--- config.mk ---
export PLATFORM = sky130hd
export DESIGN_NAME = camera_pixel_port_timing
export DESIGN_NICKNAME = d
export VERILOG_FILES = /design/src/verilog/sync2.v /design/src/verilog/clk_prescale.v /design/src/verilog/camera_pixel_port_timing.v
export VERILOG_INCLUDE_DIRS = /design/src /design/src/verilog
export SDC_FILE = /design/constraint.sdc
export NUM_CORES = 1
export LEC_CHECK = 0
export BUFFER_PORTS_ARGS = -buffer_cell sky130_fd_sc_hd__buf_2
export CORE_MARGIN = 2
export CORE_UTILIZATION = 40
export CTS_CLUSTER_SIZE = 40
export DETAILED_ROUTE_END_ITERATION = 8
export GPL_TIMING_DRIVEN = 1
export PLACE_DENSITY_LB_ADDON = 0.25
export SYNTH_ARGS = -nofsm -noshare
export SYNTH_HDL_FRONTEND = slang
export SYNTH_SLANG_ARGS = --single-unit
--- constraint.sdc ---
create_clock -name mclk -period 6.4 [get_ports mclk]
set_input_delay 0.64 -clock mclk [delete_from_list [all_inputs] [get_ports mclk]]
set_output_delay 0.64 -clock mclk [all_outputs]
set_load 0.02 [all_outputs]
--- src/verilog/cam_port_map.vh ---
// Purpose: Constants of the sensor video port and timing generator.
// Assumes: Included by the top design file and by the assertion and bench files, bare name.
// Notes: Counts are in pixel periods unless named otherwise.
`ifndef CAM_PORT_MAP_VH
`define CAM_PORT_MAP_VH
// Register offsets
`define OFS_GAIN 8'h00
`define OFS_EXPOSURE 8'h10
`define OFS_PRESCALE 8'h11
`define OFS_MODE 8'h12
`define OFS_CROP_START 8'h17
`define OFS_CROP_STOP 8'h18
`define OFS_DPIX_CTRL 8'h2a
`define OFS_DPIX_LOW 8'h2b
`define OFS_DLINE_LOW 8'h2d
`define OFS_DLINE_HIGH 8'h2e
`define OFS_VPORT 8'h38
`define OFS_STATUS 8'h3f
// Field positions
`define MODE_SUBSAMPLE_BIT 5
`define MODE_RESTART_BIT 6
`define VPORT_SWAP_BIT 0
`define VPORT_SLAVE_BIT 1
`define VPORT_SINGLE_BIT 2
`define VPORT_RISE_BIT 4
`define VPORT_GATE_BIT 5
// Reset values
`define RST_GAIN 8'h00
`define RST_EXPOSURE 8'h00
`define RST_PRESCALE 8'h00
`define RST_MODE 8'h00
`define RST_CROP_START 8'h00
`define RST_CROP_STOP 8'ha0
`define RST_DPIX 8'h00
`define RST_DLINE 8'h00
`define RST_VPORT 8'h00
// Timing counts in pixel periods and lines
`define FULL_LINE_TOTAL 13'd1520
`define SUB_LINE_TOTAL 13'd800
`define FULL_FRAME_TOTAL 17'd1050
`define SUB_FRAME_TOTAL 17'd500
`define FULL_COLS 13'd1280
`define SUB_COLS 13'd640
`define FULL_ROWS 17'd1024
`define SUB_ROWS 17'd480
`define V_ACTIVE_START 17'd8
`define V_SYNC_LINES 17'd4
`define H_SYNC_GAP 13'd16
`define H_SYNC_WIDTH 13'd32
// Color codes on the sample-kind output
`define KIND_BLUE 2'h0
`define KIND_GREEN 2'h1
`define KIND_RED 2'h2
`define KIND_LUMA 2'h3
`endif

--- src/verilog/sync2.v ---
// Purpose: Two-stage synchroniser for pin inputs.
// Assumes: Inputs are slow levels from outside the clock domain.
// Notes: First stage feeds only the second stage.
`timescale 1ns/1ps
`default_nettype none
module sync2 #(
	parameter WIDTH = 1
) (
	input wire mclk,
	input wire nrst,
	input wire [WIDTH-1:0] din,
	output wire [WIDTH-1:0] dout
);
	reg [WIDTH-1:0] meta_ff;
	reg [WIDTH-1:0] sync_ff;

	// Two flip-flops in a row
	always @(posedge mclk) begin
		if (!nrst) begin
			meta_ff <= {WIDTH{1'b0}};
			sync_ff <= {WIDTH{1'b0}};
		end else begin
			meta_ff <= din;
			sync_ff <= meta_ff;
		end
	end

	assign dout = sync_ff;
endmodule
`default_nettype wire

--- src/verilog/clk_prescale.v ---
// Purpose: Half-period strobe generator for the pixel clock.
// Assumes: div is the low six bits of the prescale register.
// Notes: One pixel period lasts 2*(div+1) clock cycles.
`timescale 1ns/1ps
`default_nettype none
module clk_prescale #(
	parameter DW = 6
) (
	input wire mclk,
	input wire nrst,
	input wire [DW-1:0] div,
	input wire restart,
	output wire half_tick,
	output wire phase
);
	reg [DW-1:0] cnt_ff;
	reg phase_ff;
	wire at_end;

	assign at_end = (cnt_ff >= div);
	assign half_tick = at_end;
	assign phase = phase_ff;

	// Count clock cycles per half pixel period
	always @(posedge mclk) begin
		if (!nrst || restart) begin
			cnt_ff <= {DW{1'b0}};
			phase_ff <= 1'b0;
		end else if (at_end) begin
			cnt_ff <= {DW{1'b0}};
			phase_ff <= ~phase_ff;
		end else begin
			cnt_ff <= cnt_ff + {{(DW-1){1'b0}}, 1'b1};
		end
	end
endmodule
`default_nettype wire

--- src/verilog/camera_pixel_port_timing.v ---
// Purpose: Video output port and timing generator of an image sensor.
// Assumes: Registers arrive decoded from the serial control port.
// Notes: Pixel samples come from the array at the read address.
`include "cam_port_map.vh"
`timescale 1ns/1ps
`default_nettype none
module camera_pixel_port_timing #(
	parameter MONO = 0,
	parameter DW = 10
) (
	input wire mclk,
	input wire nrst,
	input wire [7:0] reg_addr,
	input wire [7:0] reg_wdata,
	input wire reg_we,
	input wire reg_re,
	output reg [7:0] reg_rdata_ff,
	input wire [DW-1:0] pixel_in,
	input wire frame_exposure_enable,
	input wire exposure_start_strobe,
	input wire subsample_pin,
	input wire hsync_in,
	input wire vsync_in,
	output reg hsync_out_ff,
	output reg vsync_out_ff,
	output reg sync_oe_n_ff,
	output reg pclk_ff,
	output reg line_valid_ff,
	output reg [DW-1:0] pix_data_ff,
	output reg [1:0] sample_kind_ff,
	output reg [10:0] read_row_ff,
	output reg [10:0] read_col_ff,
	output reg array_reset_ff,
	output reg exposing_ff
);
	// Exposure sequence states
	localparam ST_LIVE = 3'd0;
	localparam ST_PRE_HOLD = 3'd1;
	localparam ST_PRE_LINE = 3'd2;
	localparam ST_EXPOSE = 3'd3;
	localparam ST_READOUT = 3'd4;
	localparam ST_STOP = 3'd5;

	reg [7:0] gain_ff, exposure_ff, prescale_ff, mode_ff;
	reg [7:0] crop_start_ff, crop_stop_ff, vport_ff;
	reg [7:0] dpix_ctrl_ff, dpix_low_ff, dline_low_ff, dline_high_ff;
	reg [11:0] dpix_sh_ff;
	reg [15:0] dline_sh_ff;
	reg [12:0] h_ff;
	reg [16:0] v_ff;
	reg [12:0] pre_cnt_ff;
	reg [2:0] state_ff;
	reg [2:0] nxt_state;
	reg restart_pend_ff, zero_pend_ff, hs_pend_ff;
	reg frame_exposure_enable_d_ff, hs_d_ff, vs_d_ff;
	reg [DW-1:0] swapped;
	reg [12:0] cols, line_total, k_lo, k_hi, k;
	reg [16:0] rows, frame_total, r_off, r;
	reg in_cols, in_rows, act, line_end, frame_end;
	integer i;
	wire [4:0] pins_s;
	wire frame_exposure_enable_s, stb_s, sub_s, hs_s, vs_s;
	wire half_tick, phase, data_tick, clk_tick;
	wire sub_mode, slave, gate, rise, video_on;
	wire restart_req, mode_wr, hs_edge, vs_edge, frame_exposure_enable_rise, frame_exposure_enable_fall;

	sync2 #(.WIDTH(5)) u_sync (
		.mclk(mclk),
		.nrst(nrst),
		.din({frame_exposure_enable, exposure_start_strobe, subsample_pin,
			hsync_in, vsync_in}),
		.dout(pins_s)
	);
	assign {frame_exposure_enable_s, stb_s, sub_s, hs_s, vs_s} = pins_s;

	clk_prescale #(.DW(6)) u_presc (
		.mclk(mclk),
		.nrst(nrst),
		.div(prescale_ff[5:0]),
		.restart(1'b0),
		.half_tick(half_tick),
		.phase(phase)
	);
	assign data_tick = half_tick & ~phase;
	assign clk_tick = half_tick & phase;

	assign sub_mode = sub_s | mode_ff[`MODE_SUBSAMPLE_BIT];
	assign slave = vport_ff[`VPORT_SLAVE_BIT];
	assign gate = vport_ff[`VPORT_GATE_BIT];
	assign rise = vport_ff[`VPORT_RISE_BIT];
	assign mode_wr = reg_we && (reg_addr == `OFS_MODE);
	// Set-then-clear of the restart bit, or any prescale write
	assign restart_req = (mode_wr && mode_ff[`MODE_RESTART_BIT] &&
		!reg_wdata[`MODE_RESTART_BIT]) ||
		(reg_we && (reg_addr == `OFS_PRESCALE));
	assign hs_edge = slave && hs_s && !hs_d_ff;
	assign vs_edge = slave && vs_s && !vs_d_ff;
	assign frame_exposure_enable_rise = frame_exposure_enable_s && !frame_exposure_enable_d_ff;
	assign frame_exposure_enable_fall = !frame_exposure_enable_s && frame_exposure_enable_d_ff;
	assign video_on = (nxt_state == ST_LIVE) || (nxt_state == ST_READOUT);

	// Register writes; cropping returns to defaults on a mode write
	always @(posedge mclk) begin
		if (!nrst) begin
			gain_ff <= `RST_GAIN;
			exposure_ff <= `RST_EXPOSURE;
			prescale_ff <= `RST_PRESCALE;
			mode_ff <= `RST_MODE;
			crop_start_ff <= `RST_CROP_START;
			crop_stop_ff <= `RST_CROP_STOP;
			dpix_ctrl_ff <= `RST_DPIX;
			dpix_low_ff <= `RST_DPIX;
			dline_low_ff <= `RST_DLINE;
			dline_high_ff <= `RST_DLINE;
			vport_ff <= `RST_VPORT;
		end else if (reg_we) begin
			case (reg_addr)
			`OFS_GAIN: gain_ff <= reg_wdata;
			`OFS_EXPOSURE: exposure_ff <= reg_wdata;
			`OFS_PRESCALE: prescale_ff <= reg_wdata;
			`OFS_MODE: begin
				mode_ff <= reg_wdata;
				crop_start_ff <= `RST_CROP_START;
				crop_stop_ff <= `RST_CROP_STOP;
			end
			`OFS_CROP_START: crop_start_ff <= reg_wdata;
			`OFS_CROP_STOP: crop_stop_ff <= reg_wdata;
			`OFS_DPIX_CTRL: dpix_ctrl_ff <= reg_wdata;
			`OFS_DPIX_LOW: dpix_low_ff <= reg_wdata;
			`OFS_DLINE_LOW: dline_low_ff <= reg_wdata;
			`OFS_DLINE_HIGH: dline_high_ff <= reg_wdata;
			`OFS_VPORT: vport_ff <= reg_wdata;
			default: ;
			endcase
		end
	end

	// Registered read data, unmapped addresses read zero
	always @(posedge mclk) begin
		if (!nrst) begin
			reg_rdata_ff <= 8'h00;
		end else if (reg_re) begin
			case (reg_addr)
			`OFS_GAIN: reg_rdata_ff <= gain_ff;
			`OFS_EXPOSURE: reg_rdata_ff <= exposure_ff;
			`OFS_PRESCALE: reg_rdata_ff <= prescale_ff;
			`OFS_MODE: reg_rdata_ff <= mode_ff;
			`OFS_CROP_START: reg_rdata_ff <= crop_start_ff;
			`OFS_CROP_STOP: reg_rdata_ff <= crop_stop_ff;
			`OFS_DPIX_CTRL: reg_rdata_ff <= dpix_ctrl_ff;
			`OFS_DPIX_LOW: reg_rdata_ff <= dpix_low_ff;
			`OFS_DLINE_LOW: reg_rdata_ff <= dline_low_ff;
			`OFS_DLINE_HIGH: reg_rdata_ff <= dline_high_ff;
			`OFS_VPORT: reg_rdata_ff <= vport_ff;
			`OFS_STATUS: reg_rdata_ff <= {restart_pend_ff, exposing_ff,
				array_reset_ff, line_valid_ff, vsync_out_ff, state_ff};
			default: reg_rdata_ff <= 8'h00;
			endcase
		end
	end

	// Line and frame geometry of the current mode
	always @* begin
		cols = sub_mode ? `SUB_COLS : `FULL_COLS;
		rows = sub_mode ? `SUB_ROWS : `FULL_ROWS;
		line_total = (sub_mode ? `SUB_LINE_TOTAL : `FULL_LINE_TOTAL) +
			{1'b0, dpix_sh_ff};
		frame_total = (sub_mode ? `SUB_FRAME_TOTAL : `FULL_FRAME_TOTAL) +
			{1'b0, dline_sh_ff};
		k = h_ff;
		r_off = v_ff - `V_ACTIVE_START;
		r = r_off;
		k_lo = {2'b00, crop_start_ff, 3'b000};
		k_hi = {2'b00, crop_stop_ff, 3'b000};
		in_cols = (k < cols) && (k >= k_lo) && (k < k_hi);
		in_rows = (v_ff >= `V_ACTIVE_START) && (r < rows);
		act = in_cols && in_rows && video_on;
		line_end = (h_ff >= line_total - 13'd1);
		frame_end = line_end && (v_ff >= frame_total - 17'd1);
		for (i = 0; i < DW; i = i + 1) begin
			swapped[i] = pixel_in[DW-1-i];
		end
	end

	// Pending restart and slave trigger flags; a new set wins
	always @(posedge mclk) begin
		if (!nrst) begin
			restart_pend_ff <= 1'b0;
			zero_pend_ff <= 1'b0;
			hs_pend_ff <= 1'b0;
			frame_exposure_enable_d_ff <= 1'b0;
			hs_d_ff <= 1'b0;
			vs_d_ff <= 1'b0;
		end else begin
			frame_exposure_enable_d_ff <= frame_exposure_enable_s;
			hs_d_ff <= hs_s;
			vs_d_ff <= vs_s;
			restart_pend_ff <= restart_req ||
				(restart_pend_ff && !(data_tick && line_end));
			zero_pend_ff <= vs_edge ||
				(frame_exposure_enable_fall && state_ff == ST_EXPOSE) ||
				(zero_pend_ff && !data_tick);
			hs_pend_ff <= hs_edge || (hs_pend_ff && !data_tick);
		end
	end

	// Horizontal counter advances once per pixel period, vertical counter once per line
	always @(posedge mclk) begin
		if (!nrst) begin
			h_ff <= 13'd0;
			v_ff <= 17'd0;
			dpix_sh_ff <= 12'd0;
			dline_sh_ff <= 16'd0;
		end else if (data_tick) begin
			if (zero_pend_ff || (restart_pend_ff && line_end)) begin
				h_ff <= 13'd0;
				v_ff <= 17'd0;
				dpix_sh_ff <= {dpix_ctrl_ff[7:4], dpix_low_ff};
				dline_sh_ff <= {dline_high_ff, dline_low_ff};
			end else if (hs_pend_ff || line_end) begin
				h_ff <= 13'd0;
				v_ff <= frame_end ? 17'd0 : v_ff + 17'd1;
			end else begin
				h_ff <= h_ff + 13'd1;
			end
		end
	end

	// Exposure sequence
	always @* begin
		nxt_state = state_ff;
		case (state_ff)
		ST_LIVE, ST_STOP: begin
			if (frame_exposure_enable_rise && stb_s) begin
				nxt_state = ST_PRE_HOLD;
			end else if (frame_exposure_enable_rise) begin
				nxt_state = ST_PRE_LINE;
			end
		end
		ST_PRE_HOLD: begin
			if (!frame_exposure_enable_s) begin
				nxt_state = ST_LIVE;
			end else if (!stb_s) begin
				nxt_state = ST_EXPOSE;
			end
		end
		ST_PRE_LINE: begin
			if (!frame_exposure_enable_s) begin
				nxt_state = ST_LIVE;
			end else if (data_tick && pre_cnt_ff >= line_total - 13'd1) begin
				nxt_state = ST_EXPOSE;
			end
		end
		ST_EXPOSE: begin
			if (!frame_exposure_enable_s) begin
				nxt_state = ST_READOUT;
			end
		end
		ST_READOUT: begin
			if (data_tick && frame_end && !zero_pend_ff) begin
				nxt_state = vport_ff[`VPORT_SINGLE_BIT] ?
					ST_STOP : ST_LIVE;
			end
		end
		default: nxt_state = ST_LIVE;
		endcase
	end

	// State register and pre-charge line counter
	always @(posedge mclk) begin
		if (!nrst) begin
			state_ff <= ST_LIVE;
			pre_cnt_ff <= 13'd0;
			array_reset_ff <= 1'b0;
			exposing_ff <= 1'b0;
		end else begin
			state_ff <= nxt_state;
			if (nxt_state != ST_PRE_LINE) begin
				pre_cnt_ff <= 13'd0;
			end else if (data_tick && state_ff == ST_PRE_LINE) begin
				pre_cnt_ff <= pre_cnt_ff + 13'd1;
			end
			array_reset_ff <= (nxt_state == ST_PRE_HOLD) ||
				(nxt_state == ST_PRE_LINE);
			exposing_ff <= (nxt_state == ST_EXPOSE);
		end
	end

	// Pixel word, qualifiers and read address change with the data phase
	always @(posedge mclk) begin
		if (!nrst) begin
			pix_data_ff <= {DW{1'b0}};
			line_valid_ff <= 1'b0;
			sample_kind_ff <= `KIND_BLUE;
			read_row_ff <= 11'd0;
			read_col_ff <= 11'd0;
			hsync_out_ff <= 1'b0;
			vsync_out_ff <= 1'b0;
			sync_oe_n_ff <= 1'b0;
		end else begin
			sync_oe_n_ff <= slave;
			if (data_tick) begin
				line_valid_ff <= act;
				pix_data_ff <= !act ? {DW{1'b0}} :
					(vport_ff[`VPORT_SWAP_BIT] ? swapped : pixel_in);
				read_col_ff <= sub_mode ? {k[9:1], 1'b0, k[0]} : k[10:0];
				read_row_ff <= sub_mode ? {r[9:1], 1'b0, r[0]} : r[10:0];
				if (MONO != 0) begin
					sample_kind_ff <= `KIND_LUMA;
				end else if (!r[0]) begin
					sample_kind_ff <= k[0] ? `KIND_GREEN : `KIND_BLUE;
				end else begin
					sample_kind_ff <= k[0] ? `KIND_RED : `KIND_GREEN;
				end
				hsync_out_ff <= !slave && (k >= cols + `H_SYNC_GAP) &&
					(k < cols + `H_SYNC_GAP + `H_SYNC_WIDTH);
				vsync_out_ff <= !slave && (v_ff < `V_SYNC_LINES);
			end else if (!video_on) begin // Blank at once when video stops
				line_valid_ff <= 1'b0;
				pix_data_ff <= {DW{1'b0}};
			end
		end
	end

	// Pixel clock: data changes on one edge and is stable for the other
	always @(posedge mclk) begin
		if (!nrst) begin
			pclk_ff <= 1'b0;
		end else if (data_tick) begin
			if (gate && !act) begin
				pclk_ff <= rise;
			end else begin
				pclk_ff <= ~rise;
			end
		end else if (clk_tick) begin // Gated clock already rests here
			pclk_ff <= rise;
		end
	end
endmodule
`default_nettype wire

* Word level (Yosys, flattened, before mapping)
Index checks and enable logic that the tools add are counted.
** Operators by class
- Add/subtract/negate cells :: 11
- $lt $le $gt $ge :: 12
- Equal/unequal tests :: 22
- Multiplexer cells :: 36
- Bitwise operators :: 6
- Reductions and logical operators :: 73
** Operator list (count)
- one-hot mux 8 bit (12 select lines) :: 1
- 2-to-1 mux 11 bit :: 6
- 2-to-1 mux 17 bit :: 3
- equality test 8 x 6 -> 1 bit (second input constant) :: 6
- equality test 8 x 5 -> 1 bit (second input constant) :: 5
- 2-to-1 mux 10 bit :: 4
- greater-or-equal comparator 13 bit :: 3
- one-hot mux 8 bit (2 select lines) :: 2
- logical AND 1 bit :: 31
- 2-to-1 mux 3 bit :: 9
- adder 13 x 1 -> 13 bit (second input constant) :: 2
- < comparator 13 x 11 -> 1 bit :: 2
- 2-to-1 mux 13 bit :: 2
- AND reduction 2 bit :: 13
- adder 11 x 16 -> 17 bit :: 1
- adder 17 x 1 -> 17 bit (second input constant) :: 1
- greater-or-equal comparator 17 bit :: 1
- greater-or-equal comparator 17 x 4 -> 1 bit (second input constant) :: 1
- < comparator 17 x 11 -> 1 bit :: 1
- < comparator 17 x 3 -> 1 bit (second input constant) :: 1
- subtractor 17 x 1 -> 17 bit (second input constant) :: 1
- subtractor 17 x 4 -> 17 bit (second input constant) :: 1
- one-hot mux 3 bit (5 select lines) :: 1
- adder 11 x 12 -> 13 bit :: 1
- 23 further kinds :: 61
** Word-level totals
- Register bits after elaboration :: 234
- Output and inout bits :: 49
- Word-level logic and storage cells :: 199

* Logic depth before layout (Yosys ltp)
Gate-level depths: netlist of the first run.
- Depth after elaboration :: 17
- Depth in mapped cells :: 26

* Cells and area by module
From an unflattened synthesis of the first run, not the netlist that was laid out.
** Second synthesis, totals
- Cell total of the unflattened synthesis :: 1536
- Area, all modules :: 12739.7 um^2
** By module, submodules not included
- camera_pixel_port_timing :: instances 1, cells each 1469, area an instance 12012.8 um^2
- clk_prescale :: instances 1, cells each 47, area an instance 464.2 um^2
- sync2 :: instances 1, cells each 20, area an instance 262.8 um^2

* Worst setup path before layout of the first run
OpenSTA, ideal clock, no wires.
- Path kind :: reg2reg
- From :: register mode_ff[5]
- To :: register pre_cnt_ff[10]
- Library setup time :: 128 ps
- Data arrival time :: 4852 ps
- Slack :: 1420 ps
- Cell stages (with the launch flop) :: 26
- Buffers on the path :: 3
- Clock period less this slack :: 4980 ps
- Cell sequence :: dfxtp_1 nor2_1 clkbuf_1 buf_1 xnor2_1 ha_1 inv_1 fa_1 nor2b_1 o21ai_0 a21oi_1 o21a_1 o21ai_0 a21boi_0 o21ai_0 xor2_1 ha_1 nand4_1 nor4_1 nor3_1 o21a_1 a211oi_1 a21bo_2 nand2b_1 clkbuf_1 nor2_1
** Between the ends
- Cells in the longest elaborated chain, start to end :: 12
** RTL lines
- start, declared :: RTL line camera_pixel_port_timing.v:44 : reg [7:0] gain_ff, exposure_ff, prescale_ff, mode_ff;
- start signal, assigned :: RTL line camera_pixel_port_timing.v:108 : mode_ff <= `RST_MODE;
- start signal, assigned :: RTL line camera_pixel_port_timing.v:122 : mode_ff <= reg_wdata;
- bitwise OR 1 bit (*) :: RTL line camera_pixel_port_timing.v:87 : assign sub_mode = sub_s | mode_ff[`MODE_SUBSAMPLE_BIT];
- 2-to-1 mux 11 bit (no line)
- adder 11 x 16 -> 17 bit or adder 11 x 12 -> 13 bit (tied branches) :: RTL line camera_pixel_port_timing.v:168, camera_pixel_port_timing.v:166
- subtractor 17 x 1 -> 17 bit or subtractor 13 x 1 -> 13 bit (tied branches) :: RTL line camera_pixel_port_timing.v:179, camera_pixel_port_timing.v:178, camera_pixel_port_timing.v:250
- greater-or-equal comparator 17 bit or greater-or-equal comparator 13 bit (tied branches) :: RTL line camera_pixel_port_timing.v:179, camera_pixel_port_timing.v:178
- logical AND 1 bit :: RTL line camera_pixel_port_timing.v:179 : frame_end = line_end && (v_ff >= frame_total - 17'd1);
- logical AND 1 bit (2 in series) :: RTL line camera_pixel_port_timing.v:260 : if (data_tick && frame_end && !zero_pend_ff) begin
- 2-to-1 mux 3 bit :: RTL line camera_pixel_port_timing.v:260
- one-hot mux 3 bit (5 select lines) (*) :: RTL line camera_pixel_port_timing.v:232 : case (state_ff)
- != test 3 x 2 -> 1 bit (*) :: RTL line camera_pixel_port_timing.v:278 : if (nxt_state != ST_PRE_LINE) begin
- OR reduction 2 bit (no line) (*)
- end signal, assigned :: RTL line camera_pixel_port_timing.v:281 : pre_cnt_ff <= pre_cnt_ff + 13'd1;
- end, declared :: RTL line camera_pixel_port_timing.v:51 : reg [12:0] pre_cnt_ff;
Mark *: on every way between the ends. The rest lies on a longest branch, timed or not.
A chain may end at the register's enable or synchronous reset.

* Worst setup path in the final report of the first run
- From :: register mode_ff[5]
- To :: register pre_cnt_ff[5]
Same word-level chain as after synthesis.

==> flow_summary_export.csv, run 1 <==
group,metric,value,unit
power_and_ir_drop,p_leak,0.005708,µW
placed_design,port_buffers,83,
routing,drt-vias-per-instance,5.643,
synthesis,synth_top_flop_cell,"dfxtp_1",
worst_hold_path,min_delay_startpoint,"exposure_start_strobe",
clock_tree,clock_latency,560,ps
floorplan,fp.dieArea,0.03361,mm²
cells_and_area,areaGrowthSynthToFinish,12.23,%
synthesis,synthesis.yosys.warnings,0,
timing,setup_repair_after_global_routing_missed_its_margin,"false",
setup_path,r2r-start,"mode_ff[5]",
routing,routedWlPerCell,18.23,µm
grt,global_route.usage.total,21.77,%
routing,antenna_left,0,
synthesis,synth_top_area_cells,"dfxtp_1 36%, ha_1 10%, nand2_1 6.8%",
setup_path,worst-endpoint-arrival,5670,ps
clock_tree,cts.path.max_buffers,3,
synthesis,synth-edff-count,0,
clock_tree,post_cts_resize_count,0,
floorplan,start_util,40.66,%
timing,fin_worst_hold_slack,288.3,ps
routing,remaining_drc_errors,0,
floorplan,die_height,183.3,µm
routing,drtIter0Drc,1077,
worst_hold_path,worst_hold_path_type,"input port to flip-flop",
cells_and_area,post-route-cell-area,0.01444,mm²
placed_design,place_area,0.01356,mm²
synthesis,synth.top_cell.area_share,36.41,%
synthesis,synthesis.area_per_instance,8.101,µm²
clock_tree,h_tree_depth,1,
placed_design,pre_cts_slack,1193,ps
setup_path,cp_data_required_time,6820,ps
timing,timing_hold_violations_final,0,
floorplan,i_o_pins,84,
placed_design,gp_congestion,0.8689,
synthesis,synth_area_leader_cell,"dfxtp_1",
floorplan,dieWidth,183.3,µm
synthesis,synth_common_cells,"234 x dfxtp_1, 233 x nand2_1, 152 x a21oi_1, 140 x nor2_1, 104 x ha_1",
synthesis,synth-seq-cells,234,
grt,via_count_of_the_first_global_routing_pass,10502,
flow_run,max_cap_violations,0,
power_and_ir_drop,peakVddDrop,0.2131,mV
setup_path,largest_driver_fanout_on_the_critical_path,32,
setup_path,crit_end_element,"flip-flop",
clock_tree,cts_tree,"done",
synthesis,yosysMostFrequentCell,"dfxtp_1",
timing,finalClockSkew,10.34,ps
setup_path,worstSetupStartpoint,"mode_ff[5]",
timing,setup_viol,0,
clock_tree,cts_num_sinks,234,
synthesis,synth-seq-area-share,36.41,%
synthesis,netlist_area,0.01286,mm²
timing,finalCritPeriodShare,82.02,%
synthesis,number_of_instances_in_the_synthesized_netlist,1588,
grt,grt_max_degree,72,
clock_tree,cts_made_buffers,28,
synthesis,post_synth_mux_area_share,3.268,%
setup_path,path_class,"flip-flop to flip-flop",
synthesis,yosys.area_share.xor_xnor,4.493,%
timing,worst_margin_pin_slew,1129,ps
timing,finalCriticalPeriod,5250,ps
synthesis,synth-compound-area-share,17.20,%
synthesis,synth_simple_gate_area_share,23.40,%
grt,first_pass_grt_wire_length,58.60,mm
clock_tree,ctsHoldBuffers,0,
timing,clock.fmax,190.5,MHz
power_and_ir_drop,power_density,225.3,mW/mm²
cells_and_area,share_of_post_route_cells_with_drive_strength_above_1,9.927,%
timing,slew_headroom,24.57,%
floorplan,row_count,65,
synthesis,number_of_nets_in_the_synthesized_netlist,1729,
routing,dr_total_vias,11535,
timing,fin_tns_setup,0,ps
routing,route.final.wire_length,37.27,mm
routing,detailed_routing_iterations_pass_1,7,
grt,globalRouteOverflowTotal,0,
floorplan,core_area,0.03164,mm²
timing,worst_slack,1150,ps
cells_and_area,number_of_diodes,0,
synthesis,yosys.cell_types.count,76,
cells_and_area,final_net_count,1767,
cells_and_area,layout.filler_cells,3137,
clock_tree,clk_transition_reported_paths,60,ps
setup_path,critical_path.startpoint_type,"flip-flop",
grt,grt_antenna_before_repair,0,
clock_tree,clockRootBuffer,"clkbuf_16",
status,outcome,"complete, no violations",
placed_design,dpl.hpwl,26.39,mm
setup_path,worst-r2r-setup-slack,1150,ps
timing,final-max-slew-violation-count,0,
synthesis,synth_async_sr_flop_share,0,%
synthesis,synth_top_family_by_area,"simple AND/OR/NAND/NOR gates",
clock_tree,post-cts-setup-buffers,0,
synthesis,synthAdderAreaFrac,10.50,%
registers in the layout (all words and copies together) (netlist names), 10 cells and up:
name         cells
dpix_sh_ff      12
read_col_ff     11
pre_cnt_ff      13
v_ff            17
pix_data_ff     10
dline_sh_ff     16
h_ff            13
read_row_ff     11
final cells by class:
class                      count  area (µm²)  share of cell area, %
inverter                      67       254.0                  1.759
sequential                   234        4684                  32.44
clock inverter                 9       125.1                 0.8666
tap                          402       503.0                  3.484
timing repair buffer          99       535.5                  3.709
multi-input combinational   1196        7582                  52.51
clock buffer                  37       754.5                  5.225
critical path: stages, from the launching register on:
cell	delay, ps
dfxtp_1	360
nor2_2	220
buf_4	380
xnor2_1	120
ha_1	350
nor2b_1	140
o21ai_0	200
a21oi_1	120
o21a_1	190
o21ai_0	160
a21boi_0	100
o21ai_0	200
xor2_1	110
ha_1	300
nand4_1	130
nor4_1	240
nor3_1	70
o21a_1	200
a211oi_1	680
a21bo_2	280
nand2b_1	430
nor2_1	110
power breakdown:
group | switching (µW) | internal [µW] | total [µW]
sequential | 15.2 | 1480 | 1490
clock | 640 | 905 | 1540
combinational | 148 | 69.9 | 218
total | 803 | 2450 | 3250
worst paths after layout:
path | to | depth (start not counted)
max | pre_cnt_ff[5] | 21
min | u_sync.meta_ff[3] | 2
max reg2reg | pre_cnt_ff[5] | 21
min reg2reg | u_sync.dout[1] | 1
logic make-up (layout without fill, tap and decap cells):
| group | after synthesis | in the layout |
|---|---|---|
| compound gates | 341 | 341 |
| xor+xnor | 66 | 66 |
| fa+ha+maj | 107 | 107 |
| buf+inv | 158 | 212 |
| flops | 234 | 234 |
| mux | 42 | 42 |
| simple gates | 640 | 640 |
cell usage in the layout, fill, tap and decap left out, types with 24 or more instances in the layout:
cell type	count
o21ai_0	36
nand3_1	99
dfxtp_1	234
and2_1	24
a21oi_1	152
clkbuf_16	28
nand2_1	233
mux2i_1	42
ha_1	104
nor2_1	139
nand4_1	24
buf_2	83
a222oi_1	24
xnor2_1	34
inv_1	65
xor2_1	32
stage by stage:
step / utilization, % / std cells / power (µW)
detailed placement: 42.86 / 1998 / 1738
floorplan: - / 1588 / 1666
CTS: 45.64 / 2044 / 3281
global placement: 42.86 / 1998 / 1736
global route: 45.64 / 2044 / 3372
finish: 45.64 / 2044 / 3253
routing by layer:
metal / wire length, µm / vias to the layer above / GRT usage [%] / part of all wire [%]
met5: 0 / - / 0 / 0
met4: 1273 / 0 / 7.136 / 3.4
met3: 1963 / 70 / 2.323 / 5.3
met2: 16790 / 369 / 35.00 / 45
met1: 17240 / 5419 / 30.54 / 46
li1: - / 5677 / - / -
Power figures use the tool's default switching activity.
==> run 2: changes to the inputs <==
clock period = 4.9 ns   (was 6.4 ns; I/O delays follow)
==> run 2 against run 1 <==
Effect of this change: maximum frequency rose by 14%; clock skew fell by 3.3 ps; cell count rose by 0.29%; design area rose by 0.55%; first-iteration DRC count rose by 13%; sequential share of layout area fell by 0.18 points; hold slack got worse by 130 ps; die area did not move; routed wire length fell by 0.68%; worst setup slack got worse by 850 ps; largest cell class unchanged; largest power group is now registers; highest routed layer unchanged.
==> flow_summary_export.csv, run 2 (synthesized netlist as in run 1, its figures left out) <==
group,metric,value,unit
routing,drtIter0Drc,1215,
floorplan,row_count,65,
cells_and_area,final_common_cell,"dfxtp_1",
cells_and_area,layout.core_utilization,45.89,%
cells_and_area,final_net_count,1773,
routing,dr_total_vias,11571,
power_and_ir_drop,p_leak,0.005737,µW
timing,timing_hold_violations_final,0,
placed_design,numPlacedInstances,2004,
clock_tree,clk_transition_reported_paths,60,ps
floorplan,fp.dieArea,0.03361,mm²
timing,worst_margin_pin_slew,1148,ps
flow_run,max_cap_violations,0,
clock_tree,cts_made_buffers,27,
setup_path,path_class,"flip-flop to flip-flop",
setup_path,worst-r2r-setup-slack,300,ps
routing,detailed_routing_iterations_pass_1,9,
grt,first_pass_grt_wire_length,58.67,mm
floorplan,die_height,183.3,µm
grt,globalRouteOverflowTotal,0,
power_and_ir_drop,power_density,285.2,mW/mm²
setup_path,crit_end_element,"flip-flop",
routing,met2WireLength,16.91,mm
clock_tree,h_tree_depth,1,
placed_design,gp_congestion,0.8707,
timing,finalCriticalPeriod,4597,ps
routing,wirelength_met1,17.07,mm
setup_path,cp_data_required_time,5360,ps
setup_path,worst-endpoint-arrival,5060,ps
cells_and_area,number_of_diodes,0,
clock_tree,cts.path.max_buffers,3,
timing,finalClockSkew,7.047,ps
clock_tree,clock_latency,540,ps
grt,grt_max_degree,79,
floorplan,core_area,0.03164,mm²
power_and_ir_drop,total_power,4141,µW
timing,fin_tns_setup,0,ps
routing,drt-vias-per-instance,5.644,
cells_and_area,largest_register_ff_count,17,
cells_and_area,number_of_cells_in_the_finished_layout_apart_from_fillers,2050,
floorplan,dieWidth,183.3,µm
setup_path,cp_num_buf_inv,3,
setup_path,critical_path.top_delay_family,"compound AO/OA/AOI/OAI gates",
setup_path,largest_driver_fanout_on_the_critical_path,11,
timing,final-max-slew-violation-count,0,
cells_and_area,areaGrowthSynthToFinish,12.85,%
setup_path,critical_path.startpoint_type,"flip-flop",
timing,setup_viol,0,
clock_tree,cts_tree,"done",
routing,route.top_layer_used,"met4",
routing,wl_met3,2.255,mm
timing,finalCritPeriodShare,93.82,%
routing,route.final.wire_length,37.01,mm
worst_hold_path,worst_hold_path_type,"input port to flip-flop",
grt,grt_antenna_before_repair,0,
setup_path,crit_chain,"nor2_4, buf_6, xnor2_1, ha_2, inv_1, fa_1, nor2b_1, o21ai_0, a21oi_1, o21a_1, o21ai_0, and2_1, o211ai_1, xnor2_1, ha_1, a21o_1, a21o_1, a21oi_1, o21a_1, a211oi_2, buf_4, a211o_4, or2_1, a21oi_1",
clock_tree,clockRootBuffer,"clkbuf_16",
setup_path,critical-path-slowest-cell,"dfxtp_1",
status,outcome,"complete, no violations",
routing,remaining_drc_errors,0,
timing,clock.fmax,217.5,MHz
cells_and_area,share_of_post_route_cells_with_drive_strength_above_1,10.92,%
routing,antenna_left,0,
floorplan,i_o_pins,84,
placed_design,port_buffers,83,
clock_tree,ctsHoldBuffers,0,
floorplan,start_util,40.66,%
clock_tree,cts_num_sinks,234,
cells_and_area,reg.largest.list,"v_ff x17, dline_sh_ff x16",
routing,routedWlPerCell,18.05,µm
power_and_ir_drop,peakVddDrop,0.3009,mV
setup_path,critical-path-max-stage-delay,420,ps
timing,slew_headroom,23.12,%
timing,setup_repair_after_global_routing_missed_its_margin,"false",
setup_path,path_common_cell,"a21oi_1",
cells_and_area,layout.cells.most_common_list,"234 x dfxtp_1, 233 x nand2_1, 152 x a21oi_1",
grt,via_count_of_the_first_global_routing_pass,10581,
grt,global_route.usage.total,21.76,%
cells_and_area,largest_register_by_flop_count,"v_ff",
placed_design,dpl.hpwl,26.55,mm
run 2: area by class of cell:
| type | count | area, µm² |
|---|---|---|
| multi-input cells | 1196 | 7631 |
| flip-flops and latches | 234 | 4684 |
| clock inverters | 5 | 33.78 |
| repair buffers | 106 | 616.8 |
| fillers | 3128 | 17120 |
| clock buffers | 40 | 794.5 |
| well taps | 402 | 503.0 |
| inverters | 67 | 254.0 |
run 2: timing repair:
action	4_1_cts	5_1_grt
buffers inserted	0	1
gates resized for setup	0	16
setup endpoints to repair	0	39
run 2: per-stage QoR:
step / cell area [µm²] / setup slack, ps / hold slack (ps)
2_1_floorplan: 12870 / 16.93 / 411.9
3_3_place_gp: 13630 / 251.9 / 418.8
3_5_place_dp: 13630 / 146.5 / 421.1
4_1_cts: 14460 / 107.5 / 142.5
5_1_grt: 14520 / 1.202 / 152.0
6_report: 14520 / 302.9 / 156.0
run 2: per-layer routing:
metal	vias up	GRT usage (%)
met4	0	5.568
li1	5700	-
met2	383	35.26
met1	5439	30.81
met3	49	2.423
met5	-	0
run 2: path summary, 6_finish.rpt:
kind / from / endpoint / cells after the start
setup / recovery: mode_ff[5] / pix_data_ff[6] / 24
hold / removal: exposure_start_strobe / u_sync.meta_ff[3] / 2
setup reg to reg: mode_ff[5] / pix_data_ff[6] / 24
hold reg to reg: u_sync.meta_ff[1] / u_sync.dout[1] / 1
run 2: power breakdown:
group	switching [µW]	total (µW)	leakage, µW	internal, µW
combinational	194	288	0.00344	93.4
sequential	21.7	1950	0.00189	1930
clock	796	1900	0.000402	1110
total	1010	4140	0.00574	3130
==> run 3: changes to the inputs <==
CELL_PAD_IN_SITES_DETAIL_PLACEMENT = 0   (was unset)
CELL_PAD_IN_SITES_GLOBAL_PLACEMENT = 1   (was unset)
SETUP_SLACK_MARGIN = 0.15   (was unset)
==> run 3 against run 2 <==
Effect of this change: clock-buffer cell count is 6 lower; first-iteration DRC count fell by 8.8%; design area increased by 2.0%; global-route usage up 1.2 points; worst setup slack improved by 71 ps; sequential power hardly changed; sequential cell count unchanged; register-to-register slack better by 70 ps; total power rose by 6.8%; cell count rose by 0.78%; non-clock buffer count increased by 13; largest power group is now clock.
==> flow_summary_export.csv, run 3 (synthesized netlist as in run 1, its figures left out) <==
group,metric,value,unit
placed_design,place_area,0.01365,mm²
setup_path,critical_path.top_delay_family,"compound AO/OA/AOI/OAI gates",
placed_design,gp_congestion,0.8679,
timing,worst_margin_pin_slew,1116,ps
clock_tree,clock_latency,560,ps
cells_and_area,layout.core_utilization,46.83,%
placed_design,port_buffers,83,
cells_and_area,final_common_cell,"dfxtp_1",
setup_path,critical-path-max-stage-delay,380,ps
routing,routedWlPerCell,18.99,µm
routing,route.final.wire_length,39.23,mm
routing,detailed_routing_iterations_pass_1,9,
clock_tree,cts_made_buffers,28,
setup_path,crit_end_element,"flip-flop",
cells_and_area,reg.largest.list,"v_ff x17, dline_sh_ff x16",
clock_tree,h_tree_depth,1,
setup_path,critical-path-slowest-cell,"a211o_4",
floorplan,dieWidth,183.3,µm
flow_run,max_cap_violations,0,
routing,drtIter0Drc,1108,
timing,finalCritPeriodShare,92.36,%
clock_tree,cts_num_sinks,234,
timing,timing_hold_violations_final,0,
setup_path,critical_path.startpoint_type,"flip-flop",
floorplan,start_util,40.66,%
status,outcome,"complete, no violations",
cells_and_area,largest_register_ff_count,17,
floorplan,die_height,183.3,µm
timing,clock.fmax,221.0,MHz
cells_and_area,layout.cells.most_common_list,"233 x dfxtp_1, 231 x nand2_1, 148 x a21oi_1",
floorplan,fp.dieArea,0.03361,mm²
power_and_ir_drop,power_density,298.5,mW/mm²
timing,setup_viol,0,
grt,globalRouteOverflowTotal,0,
setup_path,cp_num_buf_inv,4,
setup_path,path_common_cell,"buf_4",
timing,finalCriticalPeriod,4526,ps
routing,remaining_drc_errors,0,
power_and_ir_drop,p_leak,0.005890,µW
cells_and_area,areaGrowthSynthToFinish,15.15,%
cells_and_area,post-route-cell-area,0.01481,mm²
timing,setup_repair_after_global_routing_missed_its_margin,"true",
timing,slew_headroom,25.25,%
grt,grt_max_degree,77,
clock_tree,cts_tree,"done",
grt,grt_antenna_before_repair,1,
grt,global_route.usage.total,22.98,%
clock_tree,clockRootBuffer,"clkbuf_16",
routing,dr_total_vias,11526,
cells_and_area,share_of_post_route_cells_with_drive_strength_above_1,12.74,%
clock_tree,cts.path.max_buffers,3,
routing,antenna_left,0,
setup_path,worst-r2r-setup-slack,370,ps
setup_path,path_class,"flip-flop to flip-flop",
setup_path,worst-endpoint-arrival,5020,ps
routing,drt-vias-per-instance,5.579,
timing,fin_tns_setup,0,ps
cells_and_area,largest_register_by_flop_count,"v_ff",
placed_design,dpl.hpwl,27.64,mm
floorplan,i_o_pins,84,
power_and_ir_drop,peakVddDrop,0.2350,mV
grt,first_pass_grt_wire_length,61.27,mm
setup_path,crit_chain,"nor2_4, clkinvlp_4, buf_4, buf_4, nand2b_1, ha_1, a21o_1, a31oi_2, o21ai_1, xnor2_1, ha_1, a21o_1, a211oi_2, o211ai_1, o211ai_1, a211oi_2, buf_4, a211o_4, or2_1, a21oi_2",
worst_hold_path,worst_hold_path_type,"input port to flip-flop",
cells_and_area,number_of_diodes,0,
cells_and_area,final_net_count,1788,
floorplan,row_count,65,
clock_tree,clk_transition_reported_paths,60,ps
setup_path,largest_driver_fanout_on_the_critical_path,6,
grt,via_count_of_the_first_global_routing_pass,10698,
floorplan,core_area,0.03164,mm²
timing,final-max-slew-violation-count,0,
timing,finalClockSkew,18.30,ps
setup_path,cp_data_required_time,5390,ps
## run 3: cell count changes in the layout (fill, tap and decap cells not counted), moves of 4 or more
| cell | before | now |
|---|---|---|
| bufinv_16 | 0 | 4 |
| clkbuf_1 | 6 | 2 |
| a21oi_1 | 152 | 148 |
| buf_4 | 20 | 33 |
| a21oi_2 | 2 | 6 |
## run 3: area by class of cell
class / count / area (µm²)
Inverter: 67 / 257.7
Timing Repair Buffer: 119 / 714.4
Tap cell: 402 / 503.0
Clock buffer: 34 / 763.2
Fill cell: 3070 / 16820
Clock inverter: 13 / 190.2
Sequential cell: 234 / 4686
Multi-Input combinational cell: 1197 / 7700
## run 3: worst paths after layout
| check | cells after the start | end | from |
|---|---|---|---|
| worst max-delay path | 20 | pix_data_ff[8] | u_sync.dout[2] |
| worst min-delay path | 2 | u_sync.meta_ff[3] | exposure_start_strobe |
| worst max register to register | 20 | pix_data_ff[8] | u_sync.dout[2] |
| worst min register to register | 1 | u_sync.dout[1] | u_sync.meta_ff[1] |
## run 3: what timing repair did
| item | in CTS | in global routing |
|---|---|---|
| cloned | 0 | 1 |
| buffers inserted | 0 | 11 |
| endpoints found under the hold margin | 0 | 0 |
| gates resized for setup | 4 | 26 |
| setup endpoints to repair | 32 | 87 |
| pin swaps | 0 | 14 |
| hold buffers | 0 | 0 |
## run 3: per-layer routing
metal | vias to the layer above | wire length [µm] | global-route usage, %
li1 | 5735 | - | -
met1 | 5369 | 18210 | 32.06
met2 | 346 | 17550 | 36.53
met3 | 74 | 2300 | 3.396
met4 | 2 | 1174 | 7.264
met5 | - | 7 | 0
## run 3: metrics by stage
step / hold WS, ps / instances / power, µW / setup WS, ps
4_1_cts: 123.0 / 2054 / 4458 / 156.6
3_5_place_dp: 417.9 / 2007 / 2276 / 9.134
6_report: 143.3 / 2066 / 4422 / 374.3
3_3_place_gp: 414.4 / 2007 / 2274 / 138.1
2_1_floorplan: 411.9 / 1588 / 2176 / 162.6
5_1_grt: 136.0 / 2066 / 4577 / 124.6
## run 3: where the power goes
group / switching [µW] / internal, µW / total, µW
Clock: 864 / 1310 / 2180
Sequential: 20.3 / 1930 / 1950
Combinational: 199 / 97.4 / 297
